**config.mk**
```make
export PLATFORM = sky130hd
export DESIGN_NAME = swp_capture
export DESIGN_NICKNAME = d
export VERILOG_FILES = /design/src/swp_capture.v
export VERILOG_INCLUDE_DIRS = /design/src
export SDC_FILE = /design/constraint.sdc
export NUM_CORES = 2
export LEC_CHECK = 0
export BUFFER_PORTS_ARGS = -buffer_cell sky130_fd_sc_hd__buf_2
export CAP_MARGIN = 25
export CORE_MARGIN = 2
export CORE_UTILIZATION = 38
export CTS_BUF_LIST = sky130_fd_sc_hd__clkbuf_16
export CTS_CLUSTER_DIAMETER = 100
export DETAILED_ROUTE_END_ITERATION = 8
export GPL_ROUTABILITY_DRIVEN = 0
export GPL_TIMING_DRIVEN = 0
export PLACE_DENSITY_LB_ADDON = 0.15
export RECOVER_POWER = 25
export SLEW_MARGIN = 40
export SYNTH_ARGS = -nofsm -noshare
export SYNTH_HDL_FRONTEND = slang
export SYNTH_SLANG_ARGS = --single-unit
```
**constraint.sdc**
```tcl
create_clock -name aclk -period 20.8 [get_ports aclk]
set_clock_uncertainty 0.15 [all_clocks]
set_input_delay 1.04 -clock aclk [delete_from_list [all_inputs] [get_ports aclk]]
set_output_delay 1.04 -clock aclk [all_outputs]
set_load 0.02 [all_outputs]
```
**src/swp_map.vh**
```
// Constants of the write-port capture block: register offsets, fields, resets, buffer sizes, responses.
// Included by the design file; holds definitions only.
`ifndef SWP_MAP_VH
`define SWP_MAP_VH

// Register byte offsets.
`define SWP_CTRL_OFS 8'h00
`define SWP_STATUS_OFS 8'h04
`define SWP_WCNT_OFS 8'h08
`define SWP_RCNT_OFS 8'h0C
`define SWP_WADDR_OFS 8'h10
`define SWP_RADDR_OFS 8'h14
`define SWP_PEEK_SEL_OFS 8'h18
`define SWP_PEEK_DATA_OFS 8'h1C

// Control fields.
`define SWP_CTRL_MODE_LSB 0
`define SWP_CTRL_MODE_MSB 1
`define SWP_CTRL_HOLD_BIT 2
`define SWP_CTRL_RST 32'h00000003

// Width modes.
`define SWP_MODE_X8 2'h0
`define SWP_MODE_X9 2'h1
`define SWP_MODE_X18 2'h2
`define SWP_MODE_X36 2'h3

// Address widths per mode.
`define SWP_AW_X8 20
`define SWP_AW_X18 19
`define SWP_AW_X36 18

// Status fields.
`define SWP_STAT_OVF_BIT 0
`define SWP_STAT_EMPTY_BIT 1
`define SWP_STAT_FULL_BIT 2

// Buffering and local store.
`define SWP_FIFO_DEPTH 4
`define SWP_STORE_AW 4

// AXI responses.
`define SWP_RESP_OKAY 2'h0
`define SWP_RESP_SLVERR 2'h2

`endif

```
**src/swp_capture.v**
```verilog
// Write-port and shared-address capture of a two-word-burst DDR SRAM, with an AXI4-Lite
// register slave, a four-entry write FIFO and a small local store that the writes land in.
// Assumes all pins are asynchronous to aclk and that the input clock pair is far slower
// than aclk (every half period spans several aclk cycles).
//
// How it works
// - Data words are taken at rising edges of both input clocks during a write.
// - Low write select at positive clock rise starts a write.
// - High write select leaves the write port idle and data ignored.
// - Nibble masks in x8 are taken with the data word they qualify.
// - First nibble mask covers bits 3..0, second covers bits 7..4.
// - A nibble with a high mask is not written and keeps its value.
// - Byte masks in wider modes are taken per word and gate byte lanes.
// - A byte lane with a high mask stays unchanged.
// - In x9 one byte mask gates all nine bits.
// - Read address at positive clock rise, write address at negative clock rise.
// - Address width is 20, 19 or 18 bits by mode.
// - Address is ignored at an edge whose port is deselected.
// - Low read select at positive rise starts a two-word read.
// - Every access starts at a positive clock rise.
//
// Chosen here: the AXI4-Lite slave port and the register offsets.
`timescale 1ns/100ps
`default_nettype none
`include "swp_map.vh"

////////////////////////////////////////////////////////////////////////////////

module swp_fifo #(
  parameter WIDTH = 8,
  parameter DEPTH = 4
) (
  // Clock and reset.
  input wire aclk,
  input wire aresetn,
  // Filling side.
  input wire in_valid,
  output wire in_ready,
  input wire [WIDTH-1:0] in_data,
  // Draining side.
  output wire out_valid,
  input wire out_ready,
  output wire [WIDTH-1:0] out_data,
  // Levels.
  output wire full,
  output wire empty
);
  localparam PW = $clog2(DEPTH);
  reg [WIDTH-1:0] mem [0:DEPTH-1];
  reg [PW-1:0] wp;
  reg [PW-1:0] rp;
  reg [PW:0] cnt;
  wire push = in_valid && in_ready;
  wire pop = out_valid && out_ready;
  assign full = (cnt == DEPTH);
  assign empty = (cnt == 0);
  assign in_ready = !full;
  assign out_valid = !empty;
  assign out_data = mem[rp];
  always @(posedge aclk) begin
    if (!aresetn) begin
      wp <= {PW{1'b0}};
      rp <= {PW{1'b0}};
      cnt <= {(PW+1){1'b0}};
    end else begin
      if (push) begin
        wp <= (wp == DEPTH - 1) ? {PW{1'b0}} : wp + 1'b1;
      end
      if (pop) begin
        rp <= (rp == DEPTH - 1) ? {PW{1'b0}} : rp + 1'b1;
      end
      if (push && !pop) begin
        cnt <= cnt + 1'b1;
      end else if (pop && !push) begin
        cnt <= cnt - 1'b1;
      end
    end
  end
  always @(posedge aclk) begin
    if (push) begin
      mem[wp] <= in_data;
    end
  end
endmodule // swp_fifo

////////////////////////////////////////////////////////////////////////////////

module swp_capture (
  // Clock and reset.
  input wire aclk,
  input wire aresetn,
  // AXI4-Lite write address and data.
  input wire [7:0] s_axi_awaddr,
  input wire s_axi_awvalid,
  output reg s_axi_awready,
  input wire [31:0] s_axi_wdata,
  input wire [3:0] s_axi_wstrb,
  input wire s_axi_wvalid,
  output reg s_axi_wready,
  // AXI4-Lite write response.
  output reg [1:0] s_axi_bresp,
  output reg s_axi_bvalid,
  input wire s_axi_bready,
  // AXI4-Lite read.
  input wire [7:0] s_axi_araddr,
  input wire s_axi_arvalid,
  output reg s_axi_arready,
  output reg [31:0] s_axi_rdata,
  output reg [1:0] s_axi_rresp,
  output reg s_axi_rvalid,
  input wire s_axi_rready,
  // Memory pins.
  input wire k_clk,
  input wire k_clk_n,
  input wire write_port_select_n,
  input wire read_port_select_n,
  input wire [19:0] addr,
  input wire [35:0] data,
  input wire [1:0] nibble_write_mask_n,
  input wire [3:0] byte_write_mask_n
);
  localparam PIN_W = 2 + 2 + 20 + 36 + 2 + 4;
  localparam REC_W = 20 + 36 + 36 + 36 + 36;
  localparam ST_IDLE = 1'b0;
  localparam ST_WORD1 = 1'b1;

  // Lane enables for one word from its sampled masks.
  function [35:0] lane_en;
    input [1:0] mode;
    input [1:0] nib_n;
    input [3:0] byt_n;
    begin
      case (mode)
        `SWP_MODE_X8: lane_en = {28'h0000000, {4{~nib_n[1]}}, {4{~nib_n[0]}}};
        `SWP_MODE_X9: lane_en = {27'h0000000, {9{~byt_n[0]}}};
        `SWP_MODE_X18: lane_en = {18'h00000, {9{~byt_n[1]}}, {9{~byt_n[0]}}};
        default: lane_en = {{9{~byt_n[3]}}, {9{~byt_n[2]}}, {9{~byt_n[1]}}, {9{~byt_n[0]}}};
      endcase
    end
  endfunction

  // Address cut to the width of the mode.
  function [19:0] addr_cut;
    input [1:0] mode;
    input [19:0] a;
    begin
      case (mode)
        `SWP_MODE_X18: addr_cut = {{(20-`SWP_AW_X18){1'b0}}, a[`SWP_AW_X18-1:0]};
        `SWP_MODE_X36: addr_cut = {{(20-`SWP_AW_X36){1'b0}}, a[`SWP_AW_X36-1:0]};
        default: addr_cut = a[`SWP_AW_X8-1:0];
      endcase
    end
  endfunction

  ////////////////////////////////////////////////////////////////////////////////
  // Pin synchronisers; a clock change counts once the second and third stage agree.

  wire [PIN_W-1:0] pins = {k_clk, k_clk_n, write_port_select_n, read_port_select_n, addr,
                           data, nibble_write_mask_n, byte_write_mask_n};
  reg [PIN_W-1:0] sync1;
  reg [PIN_W-1:0] sync2;
  reg [PIN_W-1:0] sync3;
  reg k_stable;
  reg kn_stable;
  always @(posedge aclk) begin
    if (!aresetn) begin
      sync1 <= {PIN_W{1'b0}};
      sync2 <= {PIN_W{1'b0}};
      sync3 <= {PIN_W{1'b0}};
      k_stable <= 1'b0;
      kn_stable <= 1'b0;
    end else begin
      sync1 <= pins;
      sync2 <= sync1;
      sync3 <= sync2;
      if (sync2[PIN_W-1] == sync3[PIN_W-1]) begin
        k_stable <= sync3[PIN_W-1];
      end
      if (sync2[PIN_W-2] == sync3[PIN_W-2]) begin
        kn_stable <= sync3[PIN_W-2];
      end
    end
  end
  wire k_rise = (sync2[PIN_W-1] == sync3[PIN_W-1]) && sync3[PIN_W-1] && !k_stable;
  wire kn_rise = (sync2[PIN_W-2] == sync3[PIN_W-2]) && sync3[PIN_W-2] && !kn_stable;
  wire s_wsel_n = sync3[PIN_W-3];
  wire s_rsel_n = sync3[PIN_W-4];
  wire [19:0] s_addr = sync3[61:42];
  wire [35:0] s_data = sync3[41:6];
  wire [1:0] s_nib_n = sync3[5:4];
  wire [3:0] s_byt_n = sync3[3:0];

  ////////////////////////////////////////////////////////////////////////////////
  // Registers seen by software.

  reg [1:0] mode;
  reg hold;
  reg overflow;
  reg [31:0] wr_count;
  reg [31:0] rd_count;
  reg [19:0] last_waddr;
  reg [19:0] last_raddr;
  reg [4:0] peek_sel;

  ////////////////////////////////////////////////////////////////////////////////
  // Capture of bursts.

  reg wstate;
  reg [35:0] word0;
  reg [35:0] en0;
  reg push_valid;
  reg [REC_W-1:0] push_rec;
  wire fifo_in_ready;
  wire fifo_out_valid;
  wire [REC_W-1:0] fifo_out_data;
  wire fifo_full;
  wire fifo_empty;
  wire drain = fifo_out_valid && !hold;
  wire ovf_set = push_valid && !fifo_in_ready;

  always @(posedge aclk) begin
    if (!aresetn) begin
      wstate <= ST_IDLE;
      word0 <= 36'h000000000;
      en0 <= 36'h000000000;
      push_valid <= 1'b0;
      push_rec <= {REC_W{1'b0}};
      rd_count <= 32'h00000000;
      last_raddr <= 20'h00000;
    end else begin
      push_valid <= 1'b0;
      if (k_rise) begin
        if (!s_wsel_n) begin
          word0 <= s_data;
          en0 <= lane_en(mode, s_nib_n, s_byt_n);
          wstate <= ST_WORD1;
        end else begin
          wstate <= ST_IDLE;
        end
        if (!s_rsel_n) begin
          last_raddr <= addr_cut(mode, s_addr);
          rd_count <= rd_count + 32'h00000001;
        end
      end else if (kn_rise && wstate == ST_WORD1) begin
        push_rec <= {addr_cut(mode, s_addr), word0, en0, s_data,
                     lane_en(mode, s_nib_n, s_byt_n)};
        push_valid <= 1'b1;
        wstate <= ST_IDLE;
      end
    end
  end

  swp_fifo #(
    .WIDTH(REC_W),
    .DEPTH(`SWP_FIFO_DEPTH)
  ) u_fifo (
    .aclk(aclk),
    .aresetn(aresetn),
    .in_valid(push_valid),
    .in_ready(fifo_in_ready),
    .in_data(push_rec),
    .out_valid(fifo_out_valid),
    .out_ready(!hold),
    .out_data(fifo_out_data),
    .full(fifo_full),
    .empty(fifo_empty)
  );

  ////////////////////////////////////////////////////////////////////////////////
  // Local store: one array per burst word.

  reg [35:0] store0 [0:(1<<`SWP_STORE_AW)-1];
  reg [35:0] store1 [0:(1<<`SWP_STORE_AW)-1];
  wire [`SWP_STORE_AW-1:0] d_idx = fifo_out_data[REC_W-20 +: `SWP_STORE_AW];
  wire [35:0] d_w0 = fifo_out_data[108 +: 36];
  wire [35:0] d_e0 = fifo_out_data[72 +: 36];
  wire [35:0] d_w1 = fifo_out_data[36 +: 36];
  wire [35:0] d_e1 = fifo_out_data[0 +: 36];
  always @(posedge aclk) begin
    if (drain) begin
      store0[d_idx] <= (d_w0 & d_e0) | (store0[d_idx] & ~d_e0);
      store1[d_idx] <= (d_w1 & d_e1) | (store1[d_idx] & ~d_e1);
    end
  end
  always @(posedge aclk) begin
    if (!aresetn) begin
      wr_count <= 32'h00000000;
      last_waddr <= 20'h00000;
    end else if (drain) begin
      wr_count <= wr_count + 32'h00000001;
      last_waddr <= fifo_out_data[REC_W-1 -: 20];
    end
  end

  ////////////////////////////////////////////////////////////////////////////////
  // AXI4-Lite slave.

  reg aw_have;
  reg w_have;
  reg [7:0] aw_addr;
  reg [31:0] w_data;
  reg [3:0] w_strb;
  wire do_write = aw_have && w_have && !s_axi_bvalid;
  wire w_ctrl = do_write && aw_addr == `SWP_CTRL_OFS;
  wire w_stat = do_write && aw_addr == `SWP_STATUS_OFS;
  wire w_sel = do_write && aw_addr == `SWP_PEEK_SEL_OFS;
  wire w_ok = w_ctrl || w_stat || w_sel;

  always @(posedge aclk) begin
    if (!aresetn) begin
      s_axi_awready <= 1'b1;
      s_axi_wready <= 1'b1;
      s_axi_bvalid <= 1'b0;
      s_axi_bresp <= `SWP_RESP_OKAY;
      aw_have <= 1'b0;
      w_have <= 1'b0;
      aw_addr <= 8'h00;
      w_data <= 32'h00000000;
      w_strb <= 4'h0;
      mode <= `SWP_MODE_X36;
      hold <= 1'b0;
      peek_sel <= 5'h00;
      overflow <= 1'b0;
    end else begin
      if (s_axi_awvalid && s_axi_awready) begin
        aw_addr <= {s_axi_awaddr[7:2], 2'h0};
        aw_have <= 1'b1;
        s_axi_awready <= 1'b0;
      end
      if (s_axi_wvalid && s_axi_wready) begin
        w_data <= s_axi_wdata;
        w_strb <= s_axi_wstrb;
        w_have <= 1'b1;
        s_axi_wready <= 1'b0;
      end
      if (do_write) begin
        aw_have <= 1'b0;
        w_have <= 1'b0;
        s_axi_bvalid <= 1'b1;
        s_axi_bresp <= w_ok ? `SWP_RESP_OKAY : `SWP_RESP_SLVERR;
      end
      if (s_axi_bvalid && s_axi_bready) begin
        s_axi_bvalid <= 1'b0;
        s_axi_awready <= 1'b1;
        s_axi_wready <= 1'b1;
      end
      if (w_ctrl && w_strb[0]) begin
        mode <= w_data[`SWP_CTRL_MODE_MSB:`SWP_CTRL_MODE_LSB];
        hold <= w_data[`SWP_CTRL_HOLD_BIT];
      end
      if (w_sel && w_strb[0]) begin
        peek_sel <= w_data[4:0];
      end
      // Overflow is sticky; a new overflow wins over a write-one clear.
      if (ovf_set) begin
        overflow <= 1'b1;
      end else if (w_stat && w_strb[0] && w_data[`SWP_STAT_OVF_BIT]) begin
        overflow <= 1'b0;
      end
    end
  end

  reg [31:0] rd_mux;
  reg rd_ok;
  always @* begin
    rd_ok = 1'b1;
    case ({s_axi_araddr[7:2], 2'h0})
      `SWP_CTRL_OFS: rd_mux = {29'h00000000, hold, mode};
      `SWP_STATUS_OFS: rd_mux = {29'h00000000, fifo_full, fifo_empty, overflow};
      `SWP_WCNT_OFS: rd_mux = wr_count;
      `SWP_RCNT_OFS: rd_mux = rd_count;
      `SWP_WADDR_OFS: rd_mux = {12'h000, last_waddr};
      `SWP_RADDR_OFS: rd_mux = {12'h000, last_raddr};
      `SWP_PEEK_SEL_OFS: rd_mux = {27'h0000000, peek_sel};
      `SWP_PEEK_DATA_OFS: rd_mux = peek_sel[4] ? store1[peek_sel[3:0]][31:0]
                                               : store0[peek_sel[3:0]][31:0];
      default: begin
        rd_mux = 32'h00000000;
        rd_ok = 1'b0;
      end
    endcase
  end

  always @(posedge aclk) begin
    if (!aresetn) begin
      s_axi_arready <= 1'b1;
      s_axi_rvalid <= 1'b0;
      s_axi_rdata <= 32'h00000000;
      s_axi_rresp <= `SWP_RESP_OKAY;
    end else begin
      if (s_axi_arvalid && s_axi_arready) begin
        s_axi_arready <= 1'b0;
        s_axi_rvalid <= 1'b1;
        s_axi_rdata <= rd_mux;
        s_axi_rresp <= rd_ok ? `SWP_RESP_OKAY : `SWP_RESP_SLVERR;
      end
      if (s_axi_rvalid && s_axi_rready) begin
        s_axi_rvalid <= 1'b0;
        s_axi_arready <= 1'b1;
      end
    end
  end
endmodule // swp_capture

`default_nettype wire

```
Word level (Yosys, flattened, before mapping). Memories as Yosys holds them, arrays and structs flattened. A register that Yosys moved wholly into a read port is not among the register bits. Index checks and enable logic that the tools add are counted.

Memories kept: 3. Output and inout port bits: 41. Logic and storage cells: 154. RAM bits: 1808. Input bits: 125. Register bits after elaboration: 613.

Memories: u_fifo.mem (depth 4, bits a word 164, rd ports 1, clocked after memory_dff 1, write ports 1, RTL line swp_capture.v:49) `reg [WIDTH-1:0] mem [0:DEPTH-1];`; store0 (depth 16, bits a word 36, rd ports 2, clocked after memory_dff 1, write ports 1, RTL line swp_capture.v:272) `` reg [35:0] store0 [0:(1<<`SWP_STORE_AW)-1]; ``; store1 (depth 16, bits a word 36, rd ports 2, clocked after memory_dff 1, write ports 1, RTL line swp_capture.v:273) `` reg [35:0] store1 [0:(1<<`SWP_STORE_AW)-1]; ``.

Mux-type cells: 27. Bitwise gates (word level): 18. Equality and inequality tests: 17. Reduce and logical (&&, ||, !) cells: 49. Add/sub/neg operators: 6.

Operator list (number): $pmux 32 s8 (1); $and 36x36->36 (4); $pmux 36 s3 (1); $not 36->36 (2); $or 36x36->36 (2); $add 32x1->32 const B (2); $pmux 20 s2 (1); $mux 32 (1); $eq 6x3->1 const B (5); $logic_and 1x1->1 (24); $mux 4 (4); $eq 6x1->1 const B (2); $eq 6x2->1 const B (2); $mux 2 (6); $mux 1 (11); $not 1->1 (10); $eq 2x2->1 const B (4); $logic_not 1->1 (8); $logic_not 8->1 (1); $reduce_or 2->1 (4); $reduce_or 8->1 (1); $logic_not 6->1 (1); $mux 3 (2); $reduce_and 2->1 (3); other kinds (10) (15).

Depth between registers and ports, before layout.
Depth after elaboration: 7. Depth in mapped cells: 10. Mapped depth without buffers: 9.

Cells and area by module. From an unflattened synthesis, not the netlist that was laid out.

Cells, all modules: 5071. Area total of the unflattened synthesis: 89311.9 um2.

Modules (own cells, without submodules): swp_capture (instances 1, area an instance 65165.0 um2, seq. area each 41119.4 um2, cells an instance 4162); swp_fifo (instances 1, area an instance 24146.9 um2, seq. area each 19879.1 um2, cells an instance 909).

Least setup slack after synthesis. OpenSTA, ideal clock, no wires.

Path kind: flip-flop to flip-flop. Start: reg with a tool-made name. End: mem store0[2][0] (enable). Data arrival time: 6.251 ns. Setup slack: 13.834 ns. Period minus slack after synthesis: 6.966 ns. Path buffers: 4. Stages on the path, launching flop included: 8. Cell sequence: dfxtp_1 -> buf_4 -> mux4_2 -> buf_2 -> clkbuf_1 -> clkbuf_1 -> nand2_1 -> nor3_1.

RTL lines (RTL line): to (decl) (swp_capture.v:272).

==> impl_metrics.yaml <==
global_route:
  gr-usage-met2_pct: 39.3
  grt-ovfl-total: 0
  grt-busiest-layer: "met2"
  track_usage_pct: 25.7
  first_global_vias: 49900
  grt_util_met1_pct: 36.0
  antenna_found_initial: 15
  grt_max_degree: 33
  met3_usage_pct: 5.10
  grt_pass1_wl_um: 384000
drt:
  firstDrtPassIters: 5
  drc: 0
  drt_iter0_drc: 6232
  wl_per_cell_um: 30.8
  totalWireLength_um: 277000
  vias: 51200
  routed_via_density: 5.70
  postRouteAntennaNets: 0
synthesis:
  yosysSeqAreaShare_pct: 65.6
  synthFlopType: "edfxtp_1"
  yosys_warnings: 0
  ys_ff_latch: 1911
  synth.avg_cell_area_sq_um: 15.0
  synthDistinctLibCells: 58
  synth_cells: 5331
  async_reset_ff_share_pct: 0
  synth_edf_count: 1408
  syn_area_sq_um: 79800
power_and_ir_drop:
  leakagePower_nw: 32.4
  ir_drop_uv: 93.9
  switchingPower_mw: 4.10
  seqPwrFrac_pct: 41.6
  power.density_nw_per_um2: 128
  p_clk_share_pct: 29.1
  p_sw_share_pct: 33.9
  total_power_mw: 12.1
  p_int_mw: 7.99
  combPwrFrac_pct: 29.3
clocking:
  cts-root-buf: "clkbuf_16"
  cts_resized: 0
  ctsHoldBuffers: 0
  cts_setup_buffers: 0
  cts_buffers: 200
  clockBufferDepth: 3
  cts_tree: "built"
  htreeDepth: 4
  clk_latency_ps: 860
  cts.clk_slew.worst_paths_ps: 60
  clock-sinks: 1911
floorplanning:
  core_sq_um: 209000
  die_area_sq_um: 214000
  core.rowCount: 168
  start_util_pct: 38.1
  ios: 166
  die_h_um: 462
  die_x_um: 462
worst_setup_path:
  worst_setup_path_start_kind: "flop"
  ff2ff_path_depth: 14
  cpPeakStageDelay_ps: 750
  path_cells: "buf_2 > mux4_2 > buf_2 > clkbuf_2 > clkbuf_1 > nand2_2 > nor3_2 > buf_6 > buf_2 > buf_4 > buf_4 > buf_4 > buf_4 > buf_2"
  endpoint_kind: "flop"
  worstSetupPathType: "flop to flop"
  crit_required_ps: 21190
  crit_arrival_ps: 6450
  slowest_stage: "nor3_2"
  critPathMaxFanout: 10
timing:
  grt_setup_unrepaired: "false"
  fin_setup_tns_ps: 0
  max_freq_mhz: 165
  drv_slew: 143
  fin_crit_ps: 6060
  worst_slack_ps: 14740
  worstMarginPinSlew_ps: 2280
  min_period_over_period_pct: 29.1
  relSlewSlack_pct: -52.3
  setup_viol: 0
  report.final.hold_viol_count: 0
hold_path:
  hold_path_depth: 2
  hold_class: "input port to flop"
status:
  violations: "capacitance limit, slew limit"
  status: "complete, but fails checks"
placement:
  numPortBuffers: 122
  hpwl_um: 203000
  pre_cts_ws_ps: 14950
  place_inst: 8577
layout:
  final_layout_size_suffix_gt1_share_pct: 23.4
  layout_commonest_cell: "edfxtp_1"
  final_nets: 6110
  final_cells: 8988
  area_delta_synth_final_pct: 18.0
  final_core_util_pct: 45.0
  final_cell_mix: "edfxtp_1, nand2_1, mux2i_1"
job:
  cap_violations: 6
-- synthesized netlist by cell type (all sizes together) (3+ instances only) --
library cell  count  area share (%)
a21bo             3           0.038
a21oi           438             2.7
a221o            15            0.19
a221oi           27            0.30
a22oi           143             1.3
a2bb2oi           4           0.044
a31oi             4           0.031
and2            223             1.7
and3              4           0.031
and4              5           0.055
buf             162            0.99
clkbuf          210            0.99
dfxtp           503              13
edfxtp         1408              53
ha               10            0.16
inv              24            0.11
mux2             20            0.28
mux2i           563             7.1
mux4            405              11
nand2           715             3.4
nand2b           21            0.16
nand3            53            0.33
nand3b            6           0.056
nand4            11           0.086
nor2             80            0.38
nor2b             9           0.071
nor3             32            0.20
nor3b             3           0.035
nor4             13            0.10
o21ai            56            0.35
o22ai             4           0.031
o2bb2ai           3           0.033
o31ai             5           0.047
o41ai            61            0.67
or2               7           0.055
or3              18            0.14
or4               7           0.066
xnor2            28            0.31
xor2             10            0.11
-- critical path, delay by kind of cell (launching register included) --
family / cells / cell delay, ps
buffers and inverters: 11 / 3480
AND/OR/NAND/NOR: 2 / 1270
multiplexers: 1 / 470
flip-flops: 1 / 300
-- area by class of cell --
type                       instances  area [sq um]
antenna                           34          85.1
buffer                           372          1680
clock buffer                     207          5180
clock inverter                   170          1270
fill                           18600        115000
inverter                          25          93.8
multi-input combinational       3024         26400
sequential                      1911         52400
tap                             2805          3510
timing repair buffer             440          3570
-- power groups by stage --
stage | clock network [mW] | registers [mW] | logic [mW]
finish | 3.52 | 5.03 | 3.54
global placement | 0 | 5.23 | 3.03
detailed placement | 0 | 5.11 | 3.48
floorplan | 0 | 5.12 | 1.73
global route | 3.72 | 5.06 | 3.70
CTS | 3.57 | 5.03 | 3.49
-- sequential cells by signal, summed over array words and instances, names as in the netlist, 32 cells and up, named ones only --
name         cells
u_fifo.mem     384
sync3           62
wr_count        32
sync1           62
rd_count        32
store0         512
store1         512
word0           32
push_rec        96
sync2           62
s_axi_rdata     32
-- routing by layer --
layer	part of all wire [%]	wire length (um)
met1	42	117000
met2	45	124000
met3	8.5	23600
met4	4.2	11800
met5	0.0076	21
-- path summary, 6_finish.rpt --
kind / start / to / slack (ps)
worst min register to register: sync1[33]$_SDFF_PN0_ / sync2[33]$_SDFF_PN0_ / 270
worst max register to register: flop / store0[2][11]$_DFFE_PP_ / 14740
worst min-delay path: k_clk_n / sync1[64]$_SDFF_PN0_ / 230
worst max-delay path: flop / store0[2][11]$_DFFE_PP_ / 14740
-- cell families after synthesis --
kind of cell / Yosys count / synth area share [%]
xor gates and xnor gates: 38 / 0.417
buffers and inverters: 397 / 2.09
AOI/OAI and AO/OA: 772 / 5.92
and+or+nand+nor: 1213 / 6.96
adders and majority gates: 11 / 0.182
other: 1 / 0.00470
muxes: 988 / 18.8
DFF: 1911 / 65.6
-- metrics by stage --
step | cell area [sq um] | hold WS, ps
floorplan | 79800 | 262
global route | 94100 | 197
finish | 94100 | 229
global placement | 83900 | 264
CTS | 94100 | 172
detailed placement | 87600 | 267
Power figures use the tool's default switching activity.
